$ cat config.mk
export PLATFORM = sky130hd
export DESIGN_NAME = rtc_calendar
export DESIGN_NICKNAME = d
export VERILOG_FILES = /design/src/design/rtc_bcd_year.v /design/src/design/rtc_tick_gen.v /design/src/design/rtc_calendar.v
export VERILOG_INCLUDE_DIRS = /design/src /design/src/design
export SDC_FILE = /design/constraint.sdc
export NUM_CORES = 1
export LEC_CHECK = 0
export BUFFER_PORTS_ARGS = -buffer_cell sky130_fd_sc_hd__buf_2
export CORE_UTILIZATION = 56
export CTS_BUF_LIST = sky130_fd_sc_hd__clkbuf_8
export CTS_CLUSTER_SIZE = 10
export DETAILED_ROUTE_END_ITERATION = 16
export PLACE_DENSITY = 0.78
export SYNTH_ARGS = -nofsm -noshare
export SYNTH_HDL_FRONTEND = slang
export SYNTH_HIERARCHICAL = 1
export SYNTH_SLANG_ARGS = --single-unit
$ cat constraint.sdc
create_clock -name clk_i -period 3.38 [get_ports clk_i]
set_clock_uncertainty 0.15 [all_clocks]
set_input_delay 0.507 -clock clk_i [delete_from_list [all_inputs] [get_ports clk_i]]
set_output_delay 0.507 -clock clk_i [all_outputs]
set_load 0.05 [all_outputs]
$ cat src/design/rtc_cal_defines.vh
// Register map, field layout, reset values and timing constants
// Assumes: included by the calendar design files, APB with 32-bit data
`ifndef RTC_CAL_DEFINES_VH
`define RTC_CAL_DEFINES_VH

// ----------------------------------------------------------------
// Register byte offsets
// ----------------------------------------------------------------
`define OFS_DATE_VALUE   8'h00
`define OFS_DATE_MATCH   8'h04
`define OFS_DATE_LOAD    8'h08
`define OFS_YEAR_VALUE   8'h0C
`define OFS_YEAR_MATCH   8'h10
`define OFS_YEAR_LOAD    8'h14
`define OFS_CONTROL      8'h18
`define OFS_IRQ_ENABLE   8'h1C
`define OFS_IRQ_STATUS   8'h20
`define OFS_IRQ_MASKED   8'h24
`define OFS_IRQ_CLEAR    8'h28

// ----------------------------------------------------------------
// Field positions of the date, year, control and interrupt registers
// ----------------------------------------------------------------
`define SEC_HI    5
`define SEC_LO    0
`define MIN_HI    11
`define MIN_LO    6
`define HOUR_HI   16
`define HOUR_LO   12
`define WDAY_HI   19
`define WDAY_LO   17
`define MDAY_HI   24
`define MDAY_LO   20
`define MON_HI    28
`define MON_LO    25
`define DATE_HI   28
`define YEAR_HI   13
`define CTL_EN_BIT 26
`define CTL_LD_BIT 0
`define IRQ_ALARM_BIT 0

// ----------------------------------------------------------------
// Reset values and limits
// ----------------------------------------------------------------
`define DATE_VALUE_RST 29'h02120000
`define DATE_MATCH_RST 29'h00000000
`define DATE_LOAD_RST  29'h00000000
`define YEAR_VALUE_RST 14'h2000
`define YEAR_MATCH_RST 14'h2000
`define YEAR_LOAD_RST  14'h0000
`define SEC_MAX   6'h3B
`define HOUR_MAX  5'h17
`define WDAY_MAX  3'h7
`define WDAY_MIN  3'h1
`define MON_MAX   4'hC
`define MON_FEB   4'h2
`define ZERO3     3'h0
`define ZERO4     4'h0
`define ZERO5     5'h0

// ----------------------------------------------------------------
// Timing: one second at 20 MHz
// ----------------------------------------------------------------
`define CLK_HZ        25'd20000000
`define TICK_PERIOD_S 25'd1
`define TICK_CYCLES   (`CLK_HZ * `TICK_PERIOD_S)
`define TICK_W        25

`endif

$ cat src/design/rtc_bcd_year.v
// BCD year counter, four digits, with load and increment
// Assumes: load and increment are one-cycle pulses on clk_i
`timescale 1ns/1ps
`include "rtc_cal_defines.vh"

module rtc_bcd_year
(
    input  wire        clk_i,
    input  wire        rstn_i,
    input  wire        load_i,
    input  wire [13:0] load_val_i,
    input  wire        inc_i,
    output wire [13:0] year_o
);

    reg  [15:0] year_q;
    reg  [15:0] year_d;
    reg         carry;
    integer     k;

    // Decimal increment, digit by digit
    always @*
    begin
        year_d = year_q;
        carry  = 1'b1;
        for (k = 0; k < 4; k = k + 1)
        begin
            if (carry)
            begin
                if (year_q[k*4 +: 4] == 4'h9)
                    year_d[k*4 +: 4] = 4'h0;
                else
                begin
                    year_d[k*4 +: 4] = year_q[k*4 +: 4] + 4'h1;
                    carry = 1'b0;
                end
            end
        end
    end

    // Year register, load wins over increment
    always @(posedge clk_i or negedge rstn_i)
    begin
        if (!rstn_i)
            year_q <= {2'b00, `YEAR_VALUE_RST};
        else if (load_i)
            year_q <= {2'b00, load_val_i};
        else if (inc_i)
            year_q <= {2'b00, year_d[13:0]};
    end

    assign year_o = year_q[13:0];

endmodule

$ cat src/design/rtc_tick_gen.v
// One-second tick generator from the system clock
// Assumes: clk_i at the rate named in the defines header
`timescale 1ns/1ps
`include "rtc_cal_defines.vh"

module rtc_tick_gen
#(
    parameter [24:0] TICK_CYCLES = `TICK_CYCLES
)
(
    input  wire clk_i,
    input  wire rstn_i,
    input  wire run_i,
    output wire tick_o
);

    reg [`TICK_W-1:0] cnt_q;

    // Free count while running, restart when stopped
    always @(posedge clk_i or negedge rstn_i)
    begin
        if (!rstn_i)
            cnt_q <= {`TICK_W{1'b0}};
        else if (!run_i || tick_o)
            cnt_q <= {`TICK_W{1'b0}};
        else
            cnt_q <= cnt_q + 25'h0000001;
    end

    assign tick_o = run_i && (cnt_q == TICK_CYCLES - 25'h0000001);

endmodule

$ cat src/design/rtc_calendar.v
// Calendar registers of the RTC: date and year value, match, load, alarm
// Assumes: APB master on clk_i, 32-bit data, zero-wait slave
`timescale 1ns/1ps
`include "rtc_cal_defines.vh"

// Behaviour
// Weekday match zero leaves weekday out of comparison; reset value zero
// Weekday match codes 1 to 7 must equal current weekday
// Day-of-month match bits 24:20, zero means ignore, else compared
// Month match bits 28:25, zero means ignore, codes 1 to 12 compared
// Month match codes 13 to 15 never give an alarm
// Software loads only 0 to 59 for seconds and minutes
// Software loads only 0 to 23 for hours
// Software never loads weekday zero; 1 to 7 are Sunday to Saturday
// Software loads day of month within the month's length
// Software loads month only with codes 1 to 12
// Current year read-only BCD in bits 13:0, reset 0x2000
// Writable 14-bit BCD year match, reset 0x2000, used for alarm
// Writable 14-bit BCD year load, reset zero, loaded into counter
// Second/minute match 60 to 63, hour match 24 to 31 never match
// Enable bit starts calendar; later control writes ignored until reset
// Raw status bit shows alarm interrupt before masking
// Alarm when all compared fields equal current values
module rtc_calendar
#(
    parameter [24:0] TICK_CYCLES = `TICK_CYCLES
)
(
    input  wire        clk_i,
    input  wire        rstn_i,
    input  wire        psel_i,
    input  wire        penable_i,
    input  wire        pwrite_i,
    input  wire [7:0]  paddr_i,
    input  wire [31:0] pwdata_i,
    output wire [31:0] prdata_o,
    output wire        pready_o,
    output wire        pslverr_o,
    output wire        irq_o,
    output wire        enabled_o
);

    // ----------------------------------------------------------------
    // Helpers
    // ----------------------------------------------------------------

    // Days in a month; BCD year gives leap years (every fourth year)
    function [4:0] month_len;
        input [3:0]  mon;
        input [13:0] yr;
        reg   [7:0]  lo;
        begin
            lo = yr[7:0];
            case (mon)
                4'h2:    month_len = (((lo[7:4] * 4'hA + lo[3:0]) & 8'h03) == 8'h00) ? 5'h1D : 5'h1C;
                4'h4,
                4'h6,
                4'h9,
                4'hB:    month_len = 5'h1E;
                default: month_len = 5'h1F;
            endcase
        end
    endfunction

    // Field compare that is skipped when the match field is zero
    function opt_eq;
        input [5:0] want;
        input [5:0] have;
        begin
            opt_eq = (want == 6'h00) || (want == have);
        end
    endfunction

    // Completed write to one register offset
    function wr_hit;
        input       wr;
        input [7:0] addr;
        input [7:0] ofs;
        begin
            wr_hit = wr && (addr == ofs);
        end
    endfunction

    // ----------------------------------------------------------------
    // Registers
    // ----------------------------------------------------------------
    reg  [28:0] date_q;
    reg  [28:0] date_match_q;
    reg  [28:0] date_load_q;
    reg  [13:0] year_match_q;
    reg  [13:0] year_load_q;
    reg         enable_q;
    reg         alarm_raw_q;
    reg         alarm_en_q;
    reg         match_prev_q;
    reg  [28:0] date_d;

    wire        wr_en;
    wire        tick;
    wire [13:0] year_now;
    wire        load_year;
    wire        year_wrap;
    wire        match_now;
    wire        alarm_set;
    wire        alarm_clr;

    assign wr_en     = psel_i && penable_i && pwrite_i;
    assign pready_o  = 1'b1;
    assign pslverr_o = 1'b0;
    assign enabled_o = enable_q;

    // Field views of the running date
    wire [5:0] cur_sec  = date_q[`SEC_HI:`SEC_LO];
    wire [5:0] cur_min  = date_q[`MIN_HI:`MIN_LO];
    wire [4:0] cur_hour = date_q[`HOUR_HI:`HOUR_LO];
    wire [2:0] cur_wday = date_q[`WDAY_HI:`WDAY_LO];
    wire [4:0] cur_mday = date_q[`MDAY_HI:`MDAY_LO];
    wire [3:0] cur_mon  = date_q[`MON_HI:`MON_LO];

    // Field views of the match register
    wire [5:0] m_sec  = date_match_q[`SEC_HI:`SEC_LO];
    wire [5:0] m_min  = date_match_q[`MIN_HI:`MIN_LO];
    wire [4:0] m_hour = date_match_q[`HOUR_HI:`HOUR_LO];
    wire [2:0] weekday_alarm_field  = date_match_q[`WDAY_HI:`WDAY_LO];
    wire [4:0] monthday_alarm_field = date_match_q[`MDAY_HI:`MDAY_LO];
    wire [3:0] month_alarm_field    = date_match_q[`MON_HI:`MON_LO];

    // ----------------------------------------------------------------
    // Sub-blocks
    // ----------------------------------------------------------------
    rtc_tick_gen #(.TICK_CYCLES(TICK_CYCLES)) u_tick
    (
        .clk_i  (clk_i),
        .rstn_i (rstn_i),
        .run_i  (enable_q),
        .tick_o (tick)
    );

    // Year rolls when 31 December 23:59:59 ticks over
    assign year_wrap = tick && (cur_sec == `SEC_MAX) && (cur_min == `SEC_MAX) && (cur_hour == `HOUR_MAX)
                       && (cur_mon == `MON_MAX) && (cur_mday == month_len(cur_mon, year_now));
    assign load_year = wr_hit(wr_en, paddr_i, `OFS_YEAR_LOAD);

    rtc_bcd_year u_year
    (
        .clk_i      (clk_i),
        .rstn_i     (rstn_i),
        .load_i     (load_year),
        .load_val_i (pwdata_i[`YEAR_HI:0]),
        .inc_i      (year_wrap),
        .year_o     (year_now)
    );

    // ----------------------------------------------------------------
    // Calendar counter
    // ----------------------------------------------------------------

    // Next date one second later; load values are trusted as legal
    always @*
    begin
        date_d = date_q;
        if (cur_sec != `SEC_MAX)
            date_d[`SEC_HI:`SEC_LO] = cur_sec + 6'h01;
        else
        begin
            date_d[`SEC_HI:`SEC_LO] = 6'h00;
            if (cur_min != `SEC_MAX)
                date_d[`MIN_HI:`MIN_LO] = cur_min + 6'h01;
            else
            begin
                date_d[`MIN_HI:`MIN_LO] = 6'h00;
                if (cur_hour != `HOUR_MAX)
                    date_d[`HOUR_HI:`HOUR_LO] = cur_hour + 5'h01;
                else
                begin
                    date_d[`HOUR_HI:`HOUR_LO] = `ZERO5;
                    // Weekday 1..7 is Sunday..Saturday
                    date_d[`WDAY_HI:`WDAY_LO] = (cur_wday == `WDAY_MAX) ? `WDAY_MIN : cur_wday + 3'h1;
                    if (cur_mday < month_len(cur_mon, year_now))
                        date_d[`MDAY_HI:`MDAY_LO] = cur_mday + 5'h01;
                    else
                    begin
                        date_d[`MDAY_HI:`MDAY_LO] = 5'h01;
                        date_d[`MON_HI:`MON_LO] = (cur_mon == `MON_MAX) ? 4'h1 : cur_mon + 4'h1;
                    end
                end
            end
        end
    end

    // Running date: load from the load register when the year is loaded,
    // so that date and year move together; otherwise count each tick
    always @(posedge clk_i or negedge rstn_i)
    begin
        if (!rstn_i)
            date_q <= `DATE_VALUE_RST;
        else if (load_year)
            date_q <= date_load_q;
        else if (tick)
            date_q <= date_d;
    end

    // ----------------------------------------------------------------
    // Software registers
    // ----------------------------------------------------------------

    // Alarm match fields of the date
    always @(posedge clk_i or negedge rstn_i)
    begin
        if (!rstn_i)
            date_match_q <= `DATE_MATCH_RST;
        else if (wr_hit(wr_en, paddr_i, `OFS_DATE_MATCH))
            date_match_q <= pwdata_i[`DATE_HI:0];
    end

    // Date preset, moved into the counter by a year load
    always @(posedge clk_i or negedge rstn_i)
    begin
        if (!rstn_i)
            date_load_q <= `DATE_LOAD_RST;
        else if (wr_hit(wr_en, paddr_i, `OFS_DATE_LOAD))
            date_load_q <= pwdata_i[`DATE_HI:0];
    end

    // Year alarm value
    always @(posedge clk_i or negedge rstn_i)
    begin
        if (!rstn_i)
            year_match_q <= `YEAR_MATCH_RST;
        else if (wr_hit(wr_en, paddr_i, `OFS_YEAR_MATCH))
            year_match_q <= pwdata_i[`YEAR_HI:0];
    end

    // Year preset, kept for readback after the load
    always @(posedge clk_i or negedge rstn_i)
    begin
        if (!rstn_i)
            year_load_q <= `YEAR_LOAD_RST;
        else if (wr_hit(wr_en, paddr_i, `OFS_YEAR_LOAD))
            year_load_q <= pwdata_i[`YEAR_HI:0];
    end

    // Control locks once the enable is set, until the next reset
    always @(posedge clk_i or negedge rstn_i)
    begin
        if (!rstn_i)
            enable_q <= 1'b0;
        else if (wr_hit(wr_en, paddr_i, `OFS_CONTROL) && !enable_q)
            enable_q <= pwdata_i[`CTL_EN_BIT];
    end

    // Interrupt enable, writable at any time
    always @(posedge clk_i or negedge rstn_i)
    begin
        if (!rstn_i)
            alarm_en_q <= 1'b0;
        else if (wr_hit(wr_en, paddr_i, `OFS_IRQ_ENABLE))
            alarm_en_q <= pwdata_i[`IRQ_ALARM_BIT];
    end

    // ----------------------------------------------------------------
    // Alarm compare
    // ----------------------------------------------------------------

    // Per-field results; out-of-range match codes never match, so a
    // stray code cannot raise a false alarm
    wire sec_ok  = (m_sec == cur_sec) && (m_sec <= `SEC_MAX);
    wire min_ok  = (m_min == cur_min) && (m_min <= `SEC_MAX);
    wire hour_ok = (m_hour == cur_hour) && (m_hour <= `HOUR_MAX);

    // Optional fields at zero are left out of the comparison
    wire wday_ok = opt_eq({3'b000, weekday_alarm_field}, {3'b000, cur_wday});
    wire mday_ok = opt_eq({1'b0, monthday_alarm_field}, {1'b0, cur_mday});
    wire mon_ok  = opt_eq({2'b00, month_alarm_field}, {2'b00, cur_mon})
                   && (month_alarm_field <= `MON_MAX);
    wire year_ok = (year_match_q == year_now);

    // Alarm only when every field agrees
    assign match_now = sec_ok && min_ok && hour_ok && wday_ok && mday_ok && mon_ok && year_ok;

    // Raise only on the edge of a new match, so a cleared flag stays clear
    assign alarm_set = match_now && !match_prev_q;
    assign alarm_clr = wr_hit(wr_en, paddr_i, `OFS_IRQ_CLEAR) && pwdata_i[`IRQ_ALARM_BIT];

    // Sticky raw status; set wins over clear
    always @(posedge clk_i or negedge rstn_i)
    begin
        if (!rstn_i)
        begin
            alarm_raw_q  <= 1'b0;
            match_prev_q <= 1'b0;
        end
        else
        begin
            match_prev_q <= match_now;
            if (alarm_set)
                alarm_raw_q <= 1'b1;
            else if (alarm_clr)
                alarm_raw_q <= 1'b0;
        end
    end

    wire calendar_alarm_raw_flag = alarm_raw_q;
    assign irq_o = calendar_alarm_raw_flag && alarm_en_q;

    // ----------------------------------------------------------------
    // Read mux
    // ----------------------------------------------------------------
    reg [31:0] rdata;

    // Unmapped and write-only addresses read as zero
    always @*
    begin
        rdata = 32'h00000000;
        case (paddr_i)
            `OFS_DATE_VALUE: rdata = {3'b000, date_q};
            `OFS_DATE_MATCH: rdata = {3'b000, date_match_q};
            `OFS_DATE_LOAD:  rdata = {3'b000, date_load_q};
            `OFS_YEAR_VALUE: rdata = {18'h00000, year_now};
            `OFS_YEAR_MATCH: rdata = {18'h00000, year_match_q};
            `OFS_YEAR_LOAD:  rdata = {18'h00000, year_load_q};
            `OFS_CONTROL:    rdata = {5'h00, enable_q, 26'h0000000};
            `OFS_IRQ_ENABLE: rdata = {31'h00000000, alarm_en_q};
            `OFS_IRQ_STATUS: rdata = {31'h00000000, calendar_alarm_raw_flag};
            `OFS_IRQ_MASKED: rdata = {31'h00000000, irq_o};
            default:         rdata = 32'h00000000;
        endcase
    end

    // Read data is captured from the mux in the setup cycle, so the
    // access phase presents a flop output that cannot change under it
    reg [31:0] prdata_q;

    always @(posedge clk_i or negedge rstn_i)
    begin
        if (!rstn_i)
            prdata_q <= 32'h00000000;
        else if (psel_i && !penable_i && !pwrite_i)
            prdata_q <= rdata;
    end

    assign prdata_o = prdata_q;

endmodule

* After elaboration in Yosys (flattened, before gate mapping)
Cells that the tools add are included.
** Cells by class
- Add/sub/neg operators :: 12
- Reduce and logical (&&, ||, !) cells :: 58
- $lt $le $gt $ge :: 5
- Multiply operators :: 1
- Multiplexer cells :: 35
- Eq/ne operators :: 40
** Operators with widths (count)
- $pmux 29 s10 :: 1
- $mux 29 :: 2
- $eq 8x5->1 const B :: 4
- $mux 16 :: 2
- $logic_and 1x1->1 :: 31
- $eq 4x4->1 const B :: 7
- $mux 4 :: 7
- $add 25x1->25 const B :: 1
- $eq 25x25->1 const B :: 1
- $mux 25 :: 1
- $mux 5 :: 5
- $eq 8x6->1 const B :: 3
- $mux 23 :: 1
- $mux 17 :: 1
- $add 4x1->4 const B :: 4
- $eq 8x4->1 const B :: 2
- $logic_not 8->1 :: 2
- $eq 5x5->1 :: 3
- $eq 14x14->1 :: 1
- $add 6x1->6 const B :: 2
- $eq 6x6->1 :: 2
- $eq 6x6->1 const B :: 2
- $le 6x6->1 const B :: 2
- $mux 12 :: 1
- other kinds (34) :: 63
** Word-level totals
- Output and inout port bits :: 36
- Input bits :: 45
- Logic and storage cells :: 170
- Register bits :: 192

* Depth between registers and ports, before layout
- Depth in word-level cells :: 15
- Gate-level depth with buffers :: 13
- Depth with buffers taken out :: 12

* Cells and area by module
The synthesis kept the hierarchy.
** Modules (own cells, without submodules)
- rtc_calendar :: cells each 740, sequential area each 3708.6 µm², area an instance 7772.5 µm², times used 1
- rtc_tick_gen :: cells each 137, sequential area each 625.6 µm², area an instance 1286.2 µm², times used 1
- rtc_bcd_year :: cells each 96, sequential area each 351.6 µm², area an instance 884.6 µm², times used 1

* Worst setup path before layout
Ideal clock, no wire load.
- Path type :: reg2reg
- From :: register u_tick.cnt_q[12]
- To :: register u_year.year_q[12]
- Data required time :: 3099 ps
- Library setup time :: 131 ps
- Buffers on the path :: 1
- Setup slack :: -80 ps
- Stages on the path, launching flop included :: 14
- Arrival :: 3179 ps
- Cells stage by stage :: dfrtp_1 > nor4b_1 > nand3_1 > nor2_1 > and3_1 > nand3b_1 > or4_1 > buf_2 > nor2_2 > and4_1 > nand4b_4 > nor4_4 > xnor2_1 > o21ai_1
** Between the ends
- Word-level cells in the longest chain between the ends :: 9
** Ends and longest elaborated chain
- start, declared :: RTL line rtc_tick_gen.v:17 : reg [`TICK_W-1:0] cnt_q;
- start signal, assigned :: RTL line rtc_tick_gen.v:23 : cnt_q <= {`TICK_W{1'b0}};
- start signal, assigned :: RTL line rtc_tick_gen.v:25 : cnt_q <= {`TICK_W{1'b0}};
- start signal, assigned :: RTL line rtc_tick_gen.v:27 : cnt_q <= cnt_q + 25'h0000001;
- $eq 25x25->1 :: RTL line rtc_tick_gen.v:30 : assign tick_o = run_i && (cnt_q == TICK_CYCLES - 25'h0000001);
- $logic_and 1x1->1 :: RTL line rtc_tick_gen.v:30
- via tick :: RTL line rtc_calendar.v:99 : wire tick;
- $logic_and 1x1->1 (5 in series) :: RTL line rtc_calendar.v:140 : assign year_wrap = tick && (cur_sec == `SEC_MAX) && (cur_min == `SEC_MAX) && (cur_hour == `HOUR_MAX)
- via year_wrap :: RTL line rtc_calendar.v:102 : wire year_wrap;
- $reduce_bool 2->1 (no line)
- $reduce_and 2->1 (no line)
- end signal, assigned :: RTL line rtc_bcd_year.v:45 : year_q <= {2'b00, `YEAR_VALUE_RST};
- end signal, assigned :: RTL line rtc_bcd_year.v:47 : year_q <= {2'b00, load_val_i};
- end signal, assigned :: RTL line rtc_bcd_year.v:49 : year_q <= {2'b00, year_d[13:0]};
- end, declared :: RTL line rtc_bcd_year.v:16 : reg [15:0] year_q;
The timed path passes the listed nets, and every way through them passes these cells.
A chain may end at the register's enable or synchronous reset.

* Worst setup path after layout
- From :: register u_tick.cnt_q[23]
- To :: register u_year.year_q[10]
The elaborated chain is that of the path after synthesis.

==> run summary <==
status: finished clean
routed vias: 8151
worst path cell trace: nor4bb_1 -> nand3_1 -> nor2_1 -> and3_4 -> nand3b_1 -> or4_4 -> nor2_4 -> and4_4 -> nand4b_4 -> nor4_2 -> xnor2_1 -> o21ai_1
Yosys cell types: 79
DRC: 0
clock root buffer master: clkbuf_8
GRT Util Overall: 29.2%
fin crit period: 3260 ps
clock tree buffer depth: 2
clk sinks: 187
total CTS buffers: 17
Tightest Pin Transition: 620 ps
most frequent cells after synthesis: 182 x dfrtp_1, 107 x nand2_1, 62 x mux2_2
finished layout cell area: 11100 sq um
Ant. Diodes: 0
global-route wire length before repair: 41100 microns
CTS H-Tree Depth: 4
1st-pass router iterations: 6
die area: 18300 sq um
final worst slack: 119 ps
Initial Utilization: 57.5%
post-synthesis cell area: 9940 sq um
site row count: 48
placed wire-length estimate: 17100 microns
dominant synthesized flop cell: dfrtp_1
CP endpoint kind: register
slowest cell on the critical path: or4_4
core area: 17300 sq um
placed cells: 1250
Warnings, synthesis: 6
RSZ-0062 raised after global routing: true
largest net degree at the start of global routing: 84
crit path DAT: 3470 ps
maximum vdd ir drop: 0.000421 V
GP Congestion: 0.890
antenna violations before repair: 0
pre-CTS setup slack: 24.3 ps
busiest grt layer: met2
crit start category: register
layout cells sized above 1: 24.2%
grt met3 use: 5.16%
area leader, netlist: dfrtp_1
TritonCTS clock tree: yes
Mapped Cells: 973
final setup violating endpoints: 0
final WL: 25400 microns
CTS clock-pin slew for the worst setup and hold paths: 100 ps
Tcrit/Tclk final: 96.5%
max cap viols: 0
Vias/cell: 6.34
Synth area leaders: dfrtp_1 46%, mux2_2 7.0%, nand2_1 4.0%
DIE WIDTH: 135 microns
M1 GR Usage: 40.7%
placement-stage cell area: 10700 sq um
final hold violations: 0
Synth top area share: 45.8%
Synth Register Bits: 187
Initial DRC Count: 839
Crit Path Max Fanout: 7
Fillers: 1385
Hold Path Class: in -> reg
Routed wire per std cell: 19.8 microns
Syn Area/Cell: 10.2 sq um
CP required: 3590 ps
GRT met2 Usage: 46.6%
WS Path Type: reg -> reg
nets: 1105
top-count cell post-synth: dfrtp_1
Port Buffers: 72
Pwr Density: 367 nW/um^2
post-route insts no fill: 1285
setup TNS: 0 ps
Fin Hold WS: 113 ps
CP max stage delay: 470 ps
max_slew headroom: 57.6%
io pins: 81
post-synthesis async set-or-reset flop share: 100%
Post-synth EDFFs: 0
Max Clock Freq: 307 MHz
GRT overflow: 0
clk_lat worst skew: 490 ps
fin. max-slew vios: 0
register area share after synthesis: 47.1%
leakage: 5.09 nW
Area growth, synth to finish: 11.9%
Die H: 135 microns
vias in the first global route: 7716
ANT nets after route: 0
## repair_timing
action	in CTS	in global routing
hold buffers	1	0
gates resized for setup	0	8
setup buffers	0	2
hold endpoints to repair	59	0
pin swaps	1	3
setup endpoints to repair	1	12
## per-stage QoR
step           power (mW)  util, %
2_1_floorplan        2.47        -
3_3_place_gp         2.59     61.7
3_5_place_dp         2.59     61.7
4_1_cts              4.11     64.1
5_1_grt              4.23     64.3
6_report             4.08     64.3
## path summary, 6_finish.rpt
kind / from / end / slack [ps] / cells past startpoint
min in group asynchronous: rstn_i / prdata_o[23]$_DFFE_PN0P_ / 400 / 2
worst max-delay path: u_tick/cnt_q[23]$_DFF_PN0_ / u_year/year_q[10]$_DFFE_PN0P_ / 120 / 12
worst min register to register: match_prev_q$_DFF_PN0_ / alarm_raw_q$_DFFE_PN0P_ / 290 / 1
max in group asynchronous: rstn_i / year_match_q[8]$_DFFE_PN0P_ / 1830 / 3
worst max register to register: u_tick/cnt_q[23]$_DFF_PN0_ / u_year/year_q[10]$_DFFE_PN0P_ / 120 / 12
worst min-delay path: pwdata_i[24] / date_match_q[24]$_DFFE_PN0P_ / 110 / 2
## logic make-up (layout without fill, tap and decap cells)
kind of cell	count (synthesis)	in the layout	synth area share, %
AOI/OAI and AO/OA	224	224	15.0
xor gates and xnor gates	63	63	5.55
DFF	187	187	47.1
other	2	5	0.0755
buffers and inverters	84	168	3.75
adders and majority gates	13	13	1.64
muxes	86	86	9.94
and+or+nand+nor	314	314	17.0
## cell type report
cell class | instances | area [sq um] | share of cell area (%)
well taps | 225 | 282 | 2.53
clock buffers | 19 | 262 | 2.35
inverters | 22 | 82.6 | 0.742
clock inverters | 13 | 141 | 1.27
multi-input cells | 705 | 4940 | 44.4
repair buffers | 114 | 728 | 6.55
flip-flops and latches | 187 | 4690 | 42.1
## cells in the final DEF (no fill, tap or decap), types with 4 or more instances in the layout
master	netlist	routed
a22o_1	9	9
conb_1	2	5
nor2b_1	8	8
a31oi_1	4	4
nand4_1	17	17
a21oi_1	61	61
o21ai_1	8	8
xor2_1	23	23
mux2_2	62	62
mux2i_1	14	14
o21ai_0	52	52
buf_2	20	71
nor3_1	14	13
a22oi_1	7	7
buf_4	6	37
and2_1	5	5
nor4_1	16	15
nor2_1	55	54
xnor2_1	40	40
dfrtp_1	182	182
nand2_1	107	107
or3_1	9	9
a21o_1	20	20
or4_1	5	4
a222oi_1	27	27
a221oi_1	4	4
nand3_1	24	24
inv_1	22	22
mux2_4	10	10
dfstp_2	5	5
and3_1	8	7
o211ai_1	7	7
ha_1	13	13
clkbuf_8	0	20
## critical path: cells and delay by family (launching register included)
| kind | cells | cell delay, ps |
|---|---|---|
| and+or+nand+nor | 10 | 2300 |
| DFF | 1 | 430 |
| xor gates and xnor gates | 1 | 160 |
| AOI/OAI and AO/OA | 1 | 90 |
## state kept, by name, indices dropped and copies added, names as in the netlist
name / count
alarm_en_q: 1
match_prev_q: 1
prdata_o: 29
year_load_q: 14
u_year/year_q: 14
date_load_q: 29
enabled_o: 1
u_tick/cnt_q: 25
year_match_q: 14
alarm_raw_q: 1
date_q: 29
date_match_q: 29
## power breakdown
| part | switching, mW | internal [mW] | leakage [nW] |
|---|---|---|---|
| Sequential | 0.0449 | 2.27 | 2.40 |
| Clock | 0.834 | 0.699 | 0.198 |
| Combinational | 0.156 | 0.0847 | 2.50 |
| Total | 1.03 | 3.05 | 5.09 |
## layer usage
layer	share of wire, %	up-vias
met1	43	4090
met5	0	-
li1	-	3685
met2	48	338
met3	7.3	38
met4	1.9	0
Power figures use the tool's default switching activity.
